[config.mk]
export PLATFORM = sky130hd
export DESIGN_NAME = gpio_pin_function_select
export DESIGN_NICKNAME = d
export VERILOG_FILES = /design/src/gpio_fsel_pkg.sv /design/src/gpio_event_detect.sv /design/src/gpio_pin_function_select.sv
export SDC_FILE = /design/constraint.sdc
export NUM_CORES = 2
export LEC_CHECK = 0
export BUFFER_PORTS_ARGS = -buffer_cell sky130_fd_sc_hd__buf_2
export CAP_MARGIN = 20
export CORE_MARGIN = 2
export CORE_UTILIZATION = 30
export CTS_BUF_LIST = sky130_fd_sc_hd__clkbuf_2
export DETAILED_ROUTE_END_ITERATION = 16
export GPL_TIMING_DRIVEN = 0
export PLACE_DENSITY_LB_ADDON = 0.12
export SYNTH_ARGS = -nofsm -noshare
export SYNTH_HDL_FRONTEND = slang
export SYNTH_SLANG_ARGS = --single-unit
[constraint.sdc]
create_clock -name CLOCK_I -period 2.56 [get_ports CLOCK_I]
set_input_delay 0.256 -clock CLOCK_I [delete_from_list [all_inputs] [get_ports CLOCK_I]]
set_output_delay 0.256 -clock CLOCK_I [all_outputs]
set_load 0.005 [all_outputs]
[src/gpio_fsel_pkg.sv]
// Notes on behaviour
// - Eight ports A..H of eight pins; 15 to 58 usable depending on peripherals.
// - An output pin may change level every two clock cycles.
// - Per-pin event sensing: rising, falling or both edges, or high/low level.
// - Each pin's interrupt is individually masked by software.
// - Address bits act as a per-bit mask on data reads and writes.
// - A pin event can start a converter sample sequence.
// - Alternate function routed only with alt-select, digital enable and matching code.
// - Digital enable clear connects the converter input through its isolation path.
// - Digital enable clear connects the comparator input directly.
// - Function selection is per pin; no grouping of pins.
// - Reset leaves pins undriven GPIO, all config zero, except listed pins.
// - Power-on reset and external reset both restore the default configuration.
// - PA[5:0], PB[3:2] reset to code 0x1; PC[3:0] to code 0x3 with pull-up.
package gpio_fsel_pkg;

	localparam int             NUM_PORTS     = 8;
	localparam int             PINS_PER_PORT = 8;
	localparam int             NUM_PINS      = NUM_PORTS * PINS_PER_PORT;
	localparam int             CODE_W        = 4;
	localparam int             PIN_IDX_W     = 6;
	localparam int             PORT_IDX_W    = 3;
	localparam int             TOGGLE_CYCLES = 2;

	localparam logic [CODE_W-1:0] CODE_SERIAL = 4'h1;
	localparam logic [CODE_W-1:0] CODE_DEBUG  = 4'h3;

	// Pin n sits at bit n = port*8 + bit; PA0-5, PB2-3 and PC0-3 leave reset as functions
	localparam logic [63:0] SERIAL_PINS = 64'h0000_0000_0000_0c3f;
	localparam logic [63:0] DEBUG_PINS  = 64'h0000_0000_000f_0000;
	localparam logic [63:0] AFSEL_RST   = SERIAL_PINS | DEBUG_PINS;
	localparam logic [63:0] DEN_RST     = SERIAL_PINS | DEBUG_PINS;
	localparam logic [63:0] PUR_RST     = DEBUG_PINS;
	localparam logic [63:0] PDR_RST     = 64'h0000_0000_0000_0000;
	localparam logic [63:0] DATA_RST    = 64'h0000_0000_0000_0000;
	localparam logic [63:0] DIR_RST     = 64'h0000_0000_0000_0000;

	function automatic logic [NUM_PINS*CODE_W-1:0] code_reset();
		logic [NUM_PINS*CODE_W-1:0] v;
		v = '0;
		for (int n = 0; n < NUM_PINS; n++)
		begin
			if (SERIAL_PINS[n])
				v[n*CODE_W +: CODE_W] = CODE_SERIAL;
			else if (DEBUG_PINS[n])
				v[n*CODE_W +: CODE_W] = CODE_DEBUG;
		end
		return v;
	endfunction : code_reset

	localparam logic [NUM_PINS*CODE_W-1:0] PCTL_RST = code_reset();

	function automatic logic [NUM_PINS-1:0] port_spread(input logic [PORT_IDX_W-1:0] port,
		input logic [PINS_PER_PORT-1:0] bits);
		logic [NUM_PINS-1:0] v;
		v = '0;
		v[port*PINS_PER_PORT +: PINS_PER_PORT] = bits;
		return v;
	endfunction : port_spread

endpackage : gpio_fsel_pkg

[src/gpio_event_detect.sv]
`timescale 1ns/1ps
`default_nettype none
module gpio_event_detect #(
	parameter int W = 8
) (
	input  wire logic         clk_i,
	input  wire logic         nrst_i,
	input  wire logic         srst_i,
	input  wire logic [W-1:0] din_i,
	input  wire logic [W-1:0] level_mode_i,
	input  wire logic [W-1:0] both_edges_i,
	input  wire logic [W-1:0] high_rise_i,
	input  wire logic [W-1:0] int_mask_i,
	input  wire logic [W-1:0] clear_i,
	output logic      [W-1:0] event_o,
	output logic      [W-1:0] raw_o,
	output logic              int_o
);

	logic [W-1:0] prev_q, prev_d;
	logic [W-1:0] raw_q,  raw_d;
	logic [W-1:0] rise, fall, edge_hit, level_hit;

	always_comb
	begin
		rise      = din_i & ~prev_q;
		fall      = ~din_i & prev_q;
		edge_hit  = (both_edges_i & (rise | fall))
			| (~both_edges_i & ((high_rise_i & rise) | (~high_rise_i & fall)));
		level_hit = (high_rise_i & din_i) | (~high_rise_i & ~din_i);
		prev_d    = din_i;
		// Level status follows the pin; edge status is sticky and a new edge beats the clear
		raw_d     = (level_mode_i & level_hit)
			| (~level_mode_i & (edge_hit | (raw_q & ~clear_i)));
		event_o   = (level_mode_i & level_hit) | (~level_mode_i & edge_hit);
	end

	always_ff @(posedge clk_i or negedge nrst_i)
	begin
		if (!nrst_i)
		begin
			prev_q <= '0;
			raw_q  <= '0;
		end
		else if (srst_i)
		begin
			prev_q <= '0;
			raw_q  <= '0;
		end
		else
		begin
			prev_q <= prev_d;
			raw_q  <= raw_d;
		end
	end

	assign raw_o = raw_q;
	assign int_o = |(raw_q & int_mask_i);
endmodule : gpio_event_detect
`default_nettype wire

[src/gpio_pin_function_select.sv]
`timescale 1ns/1ps
`default_nettype none
module gpio_pin_function_select #(
	parameter int NUM_PINS = gpio_fsel_pkg::NUM_PINS,
	parameter logic [NUM_PINS*gpio_fsel_pkg::CODE_W-1:0] ALT_CODE = gpio_fsel_pkg::PCTL_RST,
	parameter logic [NUM_PINS-1:0] ADC_PINS = '0,
	parameter logic [NUM_PINS-1:0] CMP_PINS = '0
) (
	input  wire logic                                 CLOCK_I,
	input  wire logic                                 NRST_I,
	input  wire logic                                 EXT_RST_N_I,
	input  wire logic                                 CFG_WE_I,
	input  wire logic [gpio_fsel_pkg::PIN_IDX_W-1:0]  CFG_PIN_I,
	input  wire logic                                 CFG_ALT_SEL_I,
	input  wire logic                                 CFG_DIG_EN_I,
	input  wire logic                                 CFG_PULL_UP_I,
	input  wire logic                                 CFG_PULL_DOWN_I,
	input  wire logic [gpio_fsel_pkg::CODE_W-1:0]     CFG_FUNC_CODE_I,
	input  wire logic                                 CFG_DIR_OUT_I,
	input  wire logic                                 CFG_LEVEL_MODE_I,
	input  wire logic                                 CFG_BOTH_EDGES_I,
	input  wire logic                                 CFG_HIGH_RISE_I,
	input  wire logic                                 CFG_INT_MASK_I,
	input  wire logic                                 CFG_ADC_TRIG_EN_I,
	input  wire logic                                 DATA_WE_I,
	input  wire logic [gpio_fsel_pkg::PORT_IDX_W-1:0] DATA_PORT_I,
	input  wire logic [7:0]                           DATA_ADDR_MASK_I,
	input  wire logic [7:0]                           DATA_WDATA_I,
	output logic      [7:0]                           DATA_RDATA_O,
	input  wire logic                                 INT_CLR_I,
	input  wire logic [gpio_fsel_pkg::PORT_IDX_W-1:0] INT_CLR_PORT_I,
	input  wire logic [7:0]                           INT_CLR_MASK_I,
	output logic      [gpio_fsel_pkg::NUM_PORTS-1:0]  PORT_INT_O,
	output logic      [NUM_PINS-1:0]                  RAW_STATUS_O,
	output logic                                      ADC_TRIG_O,
	input  wire logic [NUM_PINS-1:0]                  PIN_IN_I,
	output logic      [NUM_PINS-1:0]                  PIN_OUT_O,
	output logic      [NUM_PINS-1:0]                  PIN_OE_O,
	output logic      [NUM_PINS-1:0]                  PIN_PULL_UP_O,
	output logic      [NUM_PINS-1:0]                  PIN_PULL_DOWN_O,
	input  wire logic [NUM_PINS-1:0]                  ALT_OUT_I,
	input  wire logic [NUM_PINS-1:0]                  ALT_OE_I,
	output logic      [NUM_PINS-1:0]                  ALT_IN_O,
	output logic      [NUM_PINS-1:0]                  ALT_ACTIVE_O,
	output logic      [NUM_PINS-1:0]                  ADC_ISO_EN_O,
	output logic      [NUM_PINS-1:0]                  CMP_CONN_O
);

	localparam int CW = gpio_fsel_pkg::CODE_W;
	localparam int PP = gpio_fsel_pkg::PINS_PER_PORT;
	localparam int TOGGLE = gpio_fsel_pkg::TOGGLE_CYCLES;

	////////////////////////////////////////////////////////////////////////////////////
	// Synchronisers for pins and the external reset pin

	logic [NUM_PINS-1:0] pin_s1_q, pin_s2_q;
	logic                rst_s1_q, rst_s2_q;
	logic                ext_rst;

	always_ff @(posedge CLOCK_I or negedge NRST_I)
	begin
		if (!NRST_I)
		begin
			pin_s1_q <= '0;
			pin_s2_q <= '0;
			rst_s1_q <= 1'b0;
			rst_s2_q <= 1'b0;
		end
		else
		begin
			pin_s1_q <= PIN_IN_I;
			pin_s2_q <= pin_s1_q;
			rst_s1_q <= EXT_RST_N_I;
			rst_s2_q <= rst_s1_q;
		end
	end

	// Held for as long as the reset pin is low, and for two cycles after power-on release
	assign ext_rst = !rst_s2_q;

	////////////////////////////////////////////////////////////////////////////////////
	// Per-pin configuration: one pin written per access, no shared fields

	logic [NUM_PINS-1:0]    afsel_q, afsel_d, den_q, den_d, pur_q, pur_d, pdr_q, pdr_d;
	logic [NUM_PINS-1:0]    dir_q, dir_d, lvl_q, lvl_d, both_q, both_d, hr_q, hr_d;
	logic [NUM_PINS-1:0]    im_q, im_d, atrig_q, atrig_d;
	logic [NUM_PINS*CW-1:0] pctl_q, pctl_d;
	logic [NUM_PINS-1:0]    sel;

	always_comb
	begin
		sel     = '0;
		sel[CFG_PIN_I] = CFG_WE_I;
		afsel_d = (afsel_q & ~sel) | (sel & {NUM_PINS{CFG_ALT_SEL_I}});
		den_d   = (den_q & ~sel) | (sel & {NUM_PINS{CFG_DIG_EN_I}});
		pur_d   = (pur_q & ~sel) | (sel & {NUM_PINS{CFG_PULL_UP_I}});
		pdr_d   = (pdr_q & ~sel) | (sel & {NUM_PINS{CFG_PULL_DOWN_I}});
		dir_d   = (dir_q & ~sel) | (sel & {NUM_PINS{CFG_DIR_OUT_I}});
		lvl_d   = (lvl_q & ~sel) | (sel & {NUM_PINS{CFG_LEVEL_MODE_I}});
		both_d  = (both_q & ~sel) | (sel & {NUM_PINS{CFG_BOTH_EDGES_I}});
		hr_d    = (hr_q & ~sel) | (sel & {NUM_PINS{CFG_HIGH_RISE_I}});
		im_d    = (im_q & ~sel) | (sel & {NUM_PINS{CFG_INT_MASK_I}});
		atrig_d = (atrig_q & ~sel) | (sel & {NUM_PINS{CFG_ADC_TRIG_EN_I}});
		pctl_d  = pctl_q;
		if (CFG_WE_I)
			pctl_d[CFG_PIN_I*CW +: CW] = CFG_FUNC_CODE_I;
	end

	always_ff @(posedge CLOCK_I or negedge NRST_I)
	begin
		if (!NRST_I)
		begin
			afsel_q <= gpio_fsel_pkg::AFSEL_RST;
			den_q   <= gpio_fsel_pkg::DEN_RST;
			pur_q   <= gpio_fsel_pkg::PUR_RST;
			pdr_q   <= gpio_fsel_pkg::PDR_RST;
			pctl_q  <= gpio_fsel_pkg::PCTL_RST;
			dir_q   <= gpio_fsel_pkg::DIR_RST;
			lvl_q   <= '0;
			both_q  <= '0;
			hr_q    <= '0;
			im_q    <= '0;
			atrig_q <= '0;
		end
		else if (ext_rst)
		begin
			afsel_q <= gpio_fsel_pkg::AFSEL_RST;
			den_q   <= gpio_fsel_pkg::DEN_RST;
			pur_q   <= gpio_fsel_pkg::PUR_RST;
			pdr_q   <= gpio_fsel_pkg::PDR_RST;
			pctl_q  <= gpio_fsel_pkg::PCTL_RST;
			dir_q   <= gpio_fsel_pkg::DIR_RST;
			lvl_q   <= '0;
			both_q  <= '0;
			hr_q    <= '0;
			im_q    <= '0;
			atrig_q <= '0;
		end
		else
		begin
			afsel_q <= afsel_d;
			den_q   <= den_d;
			pur_q   <= pur_d;
			pdr_q   <= pdr_d;
			pctl_q  <= pctl_d;
			dir_q   <= dir_d;
			lvl_q   <= lvl_d;
			both_q  <= both_d;
			hr_q    <= hr_d;
			im_q    <= im_d;
			atrig_q <= atrig_d;
		end
	end

	////////////////////////////////////////////////////////////////////////////////////
	// Masked data access; a write lands in one cycle so a pin can toggle every other cycle

	logic [NUM_PINS-1:0] data_q, data_d, wmask, wdata, din;
	logic [7:0]          rdata_q, rdata_d;
	logic [NUM_PINS-1:0] rd_src;

	always_comb
	begin
		wmask   = gpio_fsel_pkg::port_spread(DATA_PORT_I, DATA_WE_I ? DATA_ADDR_MASK_I : 8'h00);
		wdata   = gpio_fsel_pkg::port_spread(DATA_PORT_I, DATA_WDATA_I);
		data_d  = (data_q & ~wmask) | (wdata & wmask);
		din     = pin_s2_q & den_q;
		rd_src  = (dir_q & data_q) | (~dir_q & din);
		rdata_d = rd_src[DATA_PORT_I*PP +: PP] & DATA_ADDR_MASK_I;
	end

	always_ff @(posedge CLOCK_I or negedge NRST_I)
	begin
		if (!NRST_I)
		begin
			data_q  <= gpio_fsel_pkg::DATA_RST;
			rdata_q <= 8'h00;
		end
		else if (ext_rst)
		begin
			data_q  <= gpio_fsel_pkg::DATA_RST;
			rdata_q <= 8'h00;
		end
		else
		begin
			data_q  <= data_d;
			rdata_q <= rdata_d;
		end
	end

	assign DATA_RDATA_O = rdata_q;

	////////////////////////////////////////////////////////////////////////////////////
	// Function routing and analog connection

	logic [NUM_PINS-1:0] alt_act;

	always_comb
	begin
		for (int n = 0; n < NUM_PINS; n++)
			alt_act[n] = afsel_q[n] && den_q[n]
				&& (pctl_q[n*CW +: CW] == ALT_CODE[n*CW +: CW]);
	end

	assign ALT_ACTIVE_O    = alt_act;
	assign PIN_OUT_O       = (alt_act & ALT_OUT_I) | (~alt_act & data_q);
	assign PIN_OE_O        = den_q & ((alt_act & ALT_OE_I) | (~alt_act & ~afsel_q & dir_q));
	assign ALT_IN_O        = alt_act & din;
	assign PIN_PULL_UP_O   = pur_q;
	assign PIN_PULL_DOWN_O = pdr_q;
	assign ADC_ISO_EN_O    = ~den_q & ADC_PINS;
	assign CMP_CONN_O      = ~den_q & CMP_PINS;

	////////////////////////////////////////////////////////////////////////////////////
	// Event sensing, one detector per port

	logic [NUM_PINS-1:0] evt, clr;
	logic                trig_q, trig_d;

	assign clr = gpio_fsel_pkg::port_spread(INT_CLR_PORT_I, INT_CLR_I ? INT_CLR_MASK_I : 8'h00);

	for (genvar p = 0; p < gpio_fsel_pkg::NUM_PORTS; p++)
	begin : g_port
		gpio_event_detect #(.W(PP)) u_det (
			.clk_i        (CLOCK_I),
			.nrst_i       (NRST_I),
			.srst_i       (ext_rst),
			.din_i        (din[p*PP +: PP]),
			.level_mode_i (lvl_q[p*PP +: PP]),
			.both_edges_i (both_q[p*PP +: PP]),
			.high_rise_i  (hr_q[p*PP +: PP]),
			.int_mask_i   (im_q[p*PP +: PP]),
			.clear_i      (clr[p*PP +: PP]),
			.event_o      (evt[p*PP +: PP]),
			.raw_o        (RAW_STATUS_O[p*PP +: PP]),
			.int_o        (PORT_INT_O[p])
		);
	end

	// Registered; an edge event gives the converter a one-cycle start, a level event holds it for as long as the level lasts
	assign trig_d = |(evt & atrig_q);

	always_ff @(posedge CLOCK_I or negedge NRST_I)
	begin
		if (!NRST_I)
			trig_q <= 1'b0;
		else
			trig_q <= trig_d;
	end

	assign ADC_TRIG_O = trig_q;
endmodule : gpio_pin_function_select
`default_nettype wire

# ---- Yosys cells after proc, flatten, opt, wreduce, memory -nomap -nowiden
# Index checks and enable logic that the tools add are counted.
# W data, S select, Z words.
dict set report word_totals {
  latch_bits 0
  word_cells 550
  romBits 0
  ff_bits 1227
  ram_bits 0
  n_memories 0
}
dict set report classes {
  shifts 8
  div 0
  order_cmp 2
  eq_ne 13
  mul 0
  n_reduce_logical 190
  n_addsub 3
  n_bitwise 265
  n_mux 35
}
# op n
set op_table {}
lappend op_table {{$and A64 B64 Y64} 37}
lappend op_table {{$or A64 B64 Y64} 14}
lappend op_table {{$and A8 B8 Y8} 105}
lappend op_table {{$mux W64} 11}
lappend op_table {{$mux W256} 2}
lappend op_table {{$or A8 B8 Y8} 56}
lappend op_table {{$not A8 Y8} 48}
lappend op_table {{$not A64 Y64} 5}
lappend op_table {{$bwmux W256} 1}
lappend op_table {{$shift A4 B34 Y256 const A} 1}
lappend op_table {{$shiftx A4 B34 Y256} 1}
lappend op_table {{$logic_not A4 Y1} 52}
lappend op_table {{$shiftx A8 B34 Y64} 3}
lappend op_table {{$mux W8} 19}
lappend op_table {{$logic_and A1 B1 Y1} 129}
lappend op_table {{$shift A8 B34 Y64 const A} 2}
lappend op_table {{$neg A6 Y34} 2}
lappend op_table {{$reduce_or A64 Y1} 1}
lappend op_table {{$reduce_or A8 Y1} 8}
lappend op_table {{$shiftx A64 B7 Y8} 1}
lappend op_table {{$neg A8 Y34} 1}
lappend op_table {{$eq A4 B1 Y1 const B} 8}
lappend op_table {{$eq A4 B2 Y1 const B} 4}
lappend op_table {{$lt A6 B7 Y1 const B} 1}
lappend op_table {{other kinds (4)} 4}

# ---- Logic depth before layout (Yosys ltp)
dict set report logic_depth {
  depth_word 11
  depth_mapped 12
}

# ---- By module
# A second synthesis with hierarchy kept.
dict set report hier_totals {
  cells_unflattened 6378
  area_unflattened_um2 59707.3
}
# mod cells_per_inst instances area_per_inst_um2
set modules_own_cells {}
lappend modules_own_cells {gpio_pin_function_select 5306 1 49727.7}
lappend modules_own_cells {gpio_event_detect 134 8 1247.4}

# ---- Worst setup path after synthesis
# No wires, ideal clock.
dict set report synth_timing {
  path_type {input port to flip-flop}
  from {in CFG_PIN_I[1] (netlist name)}
  to {reg pctl_q[105]}
  slack_ns -0.174
  arrival_ns 2.668
  stages 11
  cell_sequence {buf_1 -> inv_1 -> ha_1 -> clkbuf_1 -> nand2b_1 -> a2111oi_0 -> clkbuf_1 -> nand4_1 -> or2_1 -> nor2_1 -> a22o_1}
}
dict set report synth_between {
  elab_chain_len 5
  word_cells_on_any_way 6
  cone_classes {1 x add/sub; 2 x shift; 3 x mux}
}
# element line
set synth_lines {}
lappend synth_lines {{start: declaration} gpio_pin_function_select.sv:13} ;# input wire logic [gpio_fsel_pkg::PIN_IDX_W-1:0] CFG_PIN_I,
lappend synth_lines {{$neg A8 Y34 *} gpio_pin_function_select.sv:106} ;# pctl_d[CFG_PIN_I*CW +: CW] = CFG_FUNC_CODE_I;
lappend synth_lines {{$shiftx A4 B34 Y256 / $shift A4 B34 Y256 (equally long branches)} gpio_pin_function_select.sv:106}
lappend synth_lines {{$bwmux W256 *} gpio_pin_function_select.sv:106}
lappend synth_lines {{$mux W256 *} gpio_pin_function_select.sv:105} ;# if (CFG_WE_I)
lappend synth_lines {{$mux W256 *} gpio_pin_function_select.sv:125} ;# else if (ext_rst)
lappend synth_lines {{end signal: assignment} gpio_pin_function_select.sv:117} ;# pctl_q <= gpio_fsel_pkg::PCTL_RST;
lappend synth_lines {{end signal: assignment} gpio_pin_function_select.sv:131} ;# pctl_q <= gpio_fsel_pkg::PCTL_RST;
lappend synth_lines {{end signal: assignment} gpio_pin_function_select.sv:145} ;# pctl_q <= pctl_d;
lappend synth_lines {{end: declaration} gpio_pin_function_select.sv:87} ;# logic [NUM_PINS*CW-1:0] pctl_q, pctl_d;
# Mark *: on every way between the ends. The rest lies on a longest branch, timed or not. The select of a mux whose other input is x is not followed.
# A chain may end at the register's enable or synchronous reset.

# ---- Final worst setup path
dict set report layout_timing {
  from {reg pctl_q[96]}
  to {out PIN_OUT_O[24]}
}
dict set report layout_between {
  elab_chain_len 5
  word_cells_on_any_way 6
  cone_classes {4 x bitwise; 2 x reduce/logical}
}
# element line
set layout_lines {}
lappend layout_lines {{$logic_not A4 Y1 *} gpio_pin_function_select.sv:202} ;# && (pctl_q[n*CW +: CW] == ALT_CODE[n*CW +: CW]);
lappend layout_lines {{$logic_and A1 B1 Y1 *} gpio_pin_function_select.sv:202}
lappend layout_lines {{$not A64 Y64} gpio_pin_function_select.sv:206} ;# assign PIN_OUT_O = (alt_act & ALT_OUT_I) | (~alt_act & data_q);
lappend layout_lines {{$and A64 B64 Y64} gpio_pin_function_select.sv:206}
lappend layout_lines {{$or A64 B64 Y64 *} gpio_pin_function_select.sv:206}
lappend layout_lines {{end: declaration} gpio_pin_function_select.sv:37} ;# output logic [NUM_PINS-1:0] PIN_OUT_O,
# Mark *: on every way between the ends. The rest lies on a longest branch, timed or not.

==> summary.md <==
| Metric | Value |
|---|---|
| Worst Path Buf+Inv | `1` |
| Commonest non-fill, non-tap cell in the layout | `nand2_1` |
| Non-filler instance count after layout | `11,150` |
| Part of the cycle the worst path needs | `155.6%` |
| Die ar. | `197,700 um^2` |
| Layout cells sized above 1 | `28.88%` |
| Layout net count | `8,736` |
| Layout Skew | `209.3 ps` |
| RSZ-0062 raised after global routing | `true` |
| Crit start category | `flip-flop` |
| Psw | `13.09 mW` |
| Fin Hold WS | `-16.47 ps` |
| Crit path max fanout | `3` |
| Hold violation count in the final report | `2` |
| Fmax | `0.2511 GHz` |
| Die Ht | `444.6 um` |
| Clock buffer count from CTS | `370` |
| Unique cell type count in the Yosys netlist | `67` |
| Syn-to-layout area delta | `41.30%` |
| Switching part of the total | `32.80%` |
| CTS root buf | `clkbuf_2` |
| Synth Register Bits | `1,227` |
| Ports | `841` |
| Largest reg by FF count | `pctl_q` |
| Latest clock arrival within the worst-skew pair | `2000 ps` |
| First-pass GRT wire length | `466,800 um` |
| Yosys top cell by area | `dfrtp_1` |
| Vias in the first global route | `58,140` |
| Standard-cell rows | `161` |
| Final setup fails | `862` |
| Max FFs per register | `256` |
| Top delay family on crit path | `simple AND/OR/NAND/NOR gates` |
| Clk buf depth | `4` |
| Synth Warn # | `0` |
| XOR/XNOR Fraction of Synth Area | `1.035%` |
| Number of flops mapped to enable cells by yosys | `0` |
| Clock sink count | `1,227` |
| GR Util All Layers | `33.97%` |
| Core area | `192,800 um^2` |
| Synth Area in Simple Gates | `19.36%` |
| Crit. End Element | `output pin` |
| Pint | `26.82 mW` |
| Pwr Density | `484.9 nW/um^2` |
| Drt pass-1 iters | `8` |
| Post-route worst setup slack | `-1423 ps` |
| Post-synthesis mux area share | `3.388%` |
| DRT iter0 DRCs | `5,941` |
| Crit path DAT | `3730 ps` |
| Grt total ovfl | `0` |
| CTS tree | `yes` |
| Register area share after synthesis | `52.81%` |
| Initial antenna violation count | `37` |
| Top cell type's share of synthesized area | `50.83%` |
| Syn Inst Count | `6,323` |
| Async SR Flop Fraction | `100.0%` |
| Leakage | `36.69 nW` |
| Max_cap viols | `0` |
| Minimum clock period | `3983 ps` |
| Mapped cell area | `58,240 um^2` |
| Hold/Removal Path Class | `primary input to asynchronous set/reset pin` |
| WL/cell | `31.15 um` |
| Failing checks | `hold timing, setup timing` |
| Worst-path clk slew | `100 ps` |
| Worst-Margin Slew | `1362 ps` |
| Top post-synthesis cells by area | `dfrtp_1, nand2_1, a21oi_1` |
| Clock power frac | `38.2%` |
| Synth Area in Compound Gates | `15.24%` |
| Commonest non-fill, non-tap cells in the layout | `nand2_1, dfrtp_1, a21oi_1` |
| Synthesized area per cell | `9.211 um^2` |
| DRC viols | `0` |
| # placed instances | `9,763` |
| Peak supply drop | `352.7 uV` |
| Setup TNS Final | `-374,810 ps` |
| Largest net degree at the start of global routing | `150` |
| Final Util | `42.69%` |
| CP max-delay cell | `nor4_4` |
| Port bufs | `693` |
| Drt total wl | `347,300 um` |
| CP peak stage delay | `590 ps` |
| CP required | `2300 ps` |
| Synth Flop Type | `dfrtp_1` |
| Pins over their slew limit | `0` |
| CP Cell Sequence | `nor4_4 > and3_4 > mux2_4 > buf_6` |
| Sequential Power Share | `49.5%` |
| Routed via count | `59,820` |
| Post-DR vias/cell | `5.365` |
| Hpwl dp | `254,300 um` |
| Worst relative slew slack | `9.230%` |
| Status | `complete, but fails checks` |
| Final ANT Viol Nets | `0` |
| Starting density of the core | `30.21%` |
| Die W | `444.6 um` |
| Logic pwr share | `12.3%` |
| Adder-Cell Fraction of Synth Area | `2.943%` |
| Largest family of logic cells by synthesized area | `simple AND/OR/NAND/NOR gates` |
| Htree depth | `5` |
| Crit path kind | `flip-flop to output pin` |
| RePlAce Congestion | `0.9780` |
==> area by class of cell <==
type | count | area [um^2]
fillers | 19390 | 110500
flip-flops and latches | 1227 | 30820
multi-input cells | 4555 | 28010
repair buffers | 1544 | 14030
well taps | 2526 | 3161
clock buffers | 516 | 2582
plain buffers | 414 | 2231
inverters | 239 | 914.6
clock inverters | 96 | 470.5
diodes | 33 | 82.58
==> worst reg2reg max path: cells and delay by family (launching register included) <==
family | cells | cell delay, ps
compound gates | 3 | 1340
simple gates | 3 | 860
flops | 1 | 500
buf+inv | 2 | 360
==> layer usage <==
layer / wire [um] / up-vias / share of wire, % / track usage, %
met5: 104 / - / 0.030 / 0
met4: 27970 / 18 / 8.1 / 23.99
met3: 29480 / 821 / 8.5 / 8.155
met2: 153700 / 3107 / 44 / 51.65
met1: 136000 / 30100 / 39 / 42.39
li1: - / 25770 / - / -
==> final timing paths <==
kind	from	end	slack [ps]	depth (start not counted)
max	pctl_q[96]$_DFFE_PN0P_	PIN_OUT_O[24]	-1420	4
min reg2reg	pin_s1_q[34]$_DFF_PN0_	pin_s2_q[34]$_DFF_PN0_	330	0
min in group CLOCK_I	CFG_PIN_I[2]	pctl_q[10]$_DFFE_PN0P_	40	8
min	NRST_I	pin_s2_q[62]$_DFF_PN0_	-20	18
max in group asynchronous	NRST_I	g_port[3].u_det.raw_o[3]$_DFF_PN0_	50	21
max reg2reg	pin_s2_q[58]$_DFF_PN0_	ADC_TRIG_O$_DFF_PN0_	-590	8
==> power groups by stage <==
stage / combinational, mW / sequential, mW / clock [mW]
after floorplan: 1.35 / 20.0 / 0
after global placement: 3.57 / 20.1 / 0
after detailed placement: 3.71 / 20.1 / 0
after CTS: 4.58 / 19.7 / 15.5
after global routing: 5.05 / 19.8 / 16.6
final: 4.91 / 19.7 / 15.3
==> through the flow <==
stage / setup slack [ps] / power (mW) / area (um^2)
after floorplan: 23.02 / 21.38 / 58720
after global placement: -28370 / 23.70 / 65350
after detailed placement: -2024 / 23.81 / 66910
after CTS: -1606 / 39.83 / 79610
after global routing: -1524 / 41.37 / 82240
final: -1423 / 39.90 / 82300
==> kinds of logic after synthesis <==
family	after synthesis
flip-flops	1227
AND/OR/NAND/NOR	2582
buffers and inverters	668
multiplexers	188
XOR/XNOR	68
other	1
AO/OA/AOI/OAI	1452
adder cells (fa/ha/maj)	137
==> timing repair <==
action                                 4_1_cts  5_1_grt
endpoints found under the hold margin     2265       76
pin swaps                                  207      115
resized for setup                          811      484
hold buffers                               465       13
gates cloned                                 0        3
buffers inserted                           158      139
setup endpoints to repair                 1252     1794
==> synthesized netlist by cell type (73+ instances only) <==
cell type	number
mux2_2	73
dfrtp_1	1183
buf_4	136
nand3_1	182
a21oi_1	724
nor4_1	82
nand2_1	1504
nor2_1	379
mux2i_1	115
ha_1	137
a211oi_1	95
nor2b_1	139
inv_1	235
clkbuf_1	259
a22o_1	77
o2bb2ai_1	75
o21ai_0	205
(Power assumes the default switching activity.)
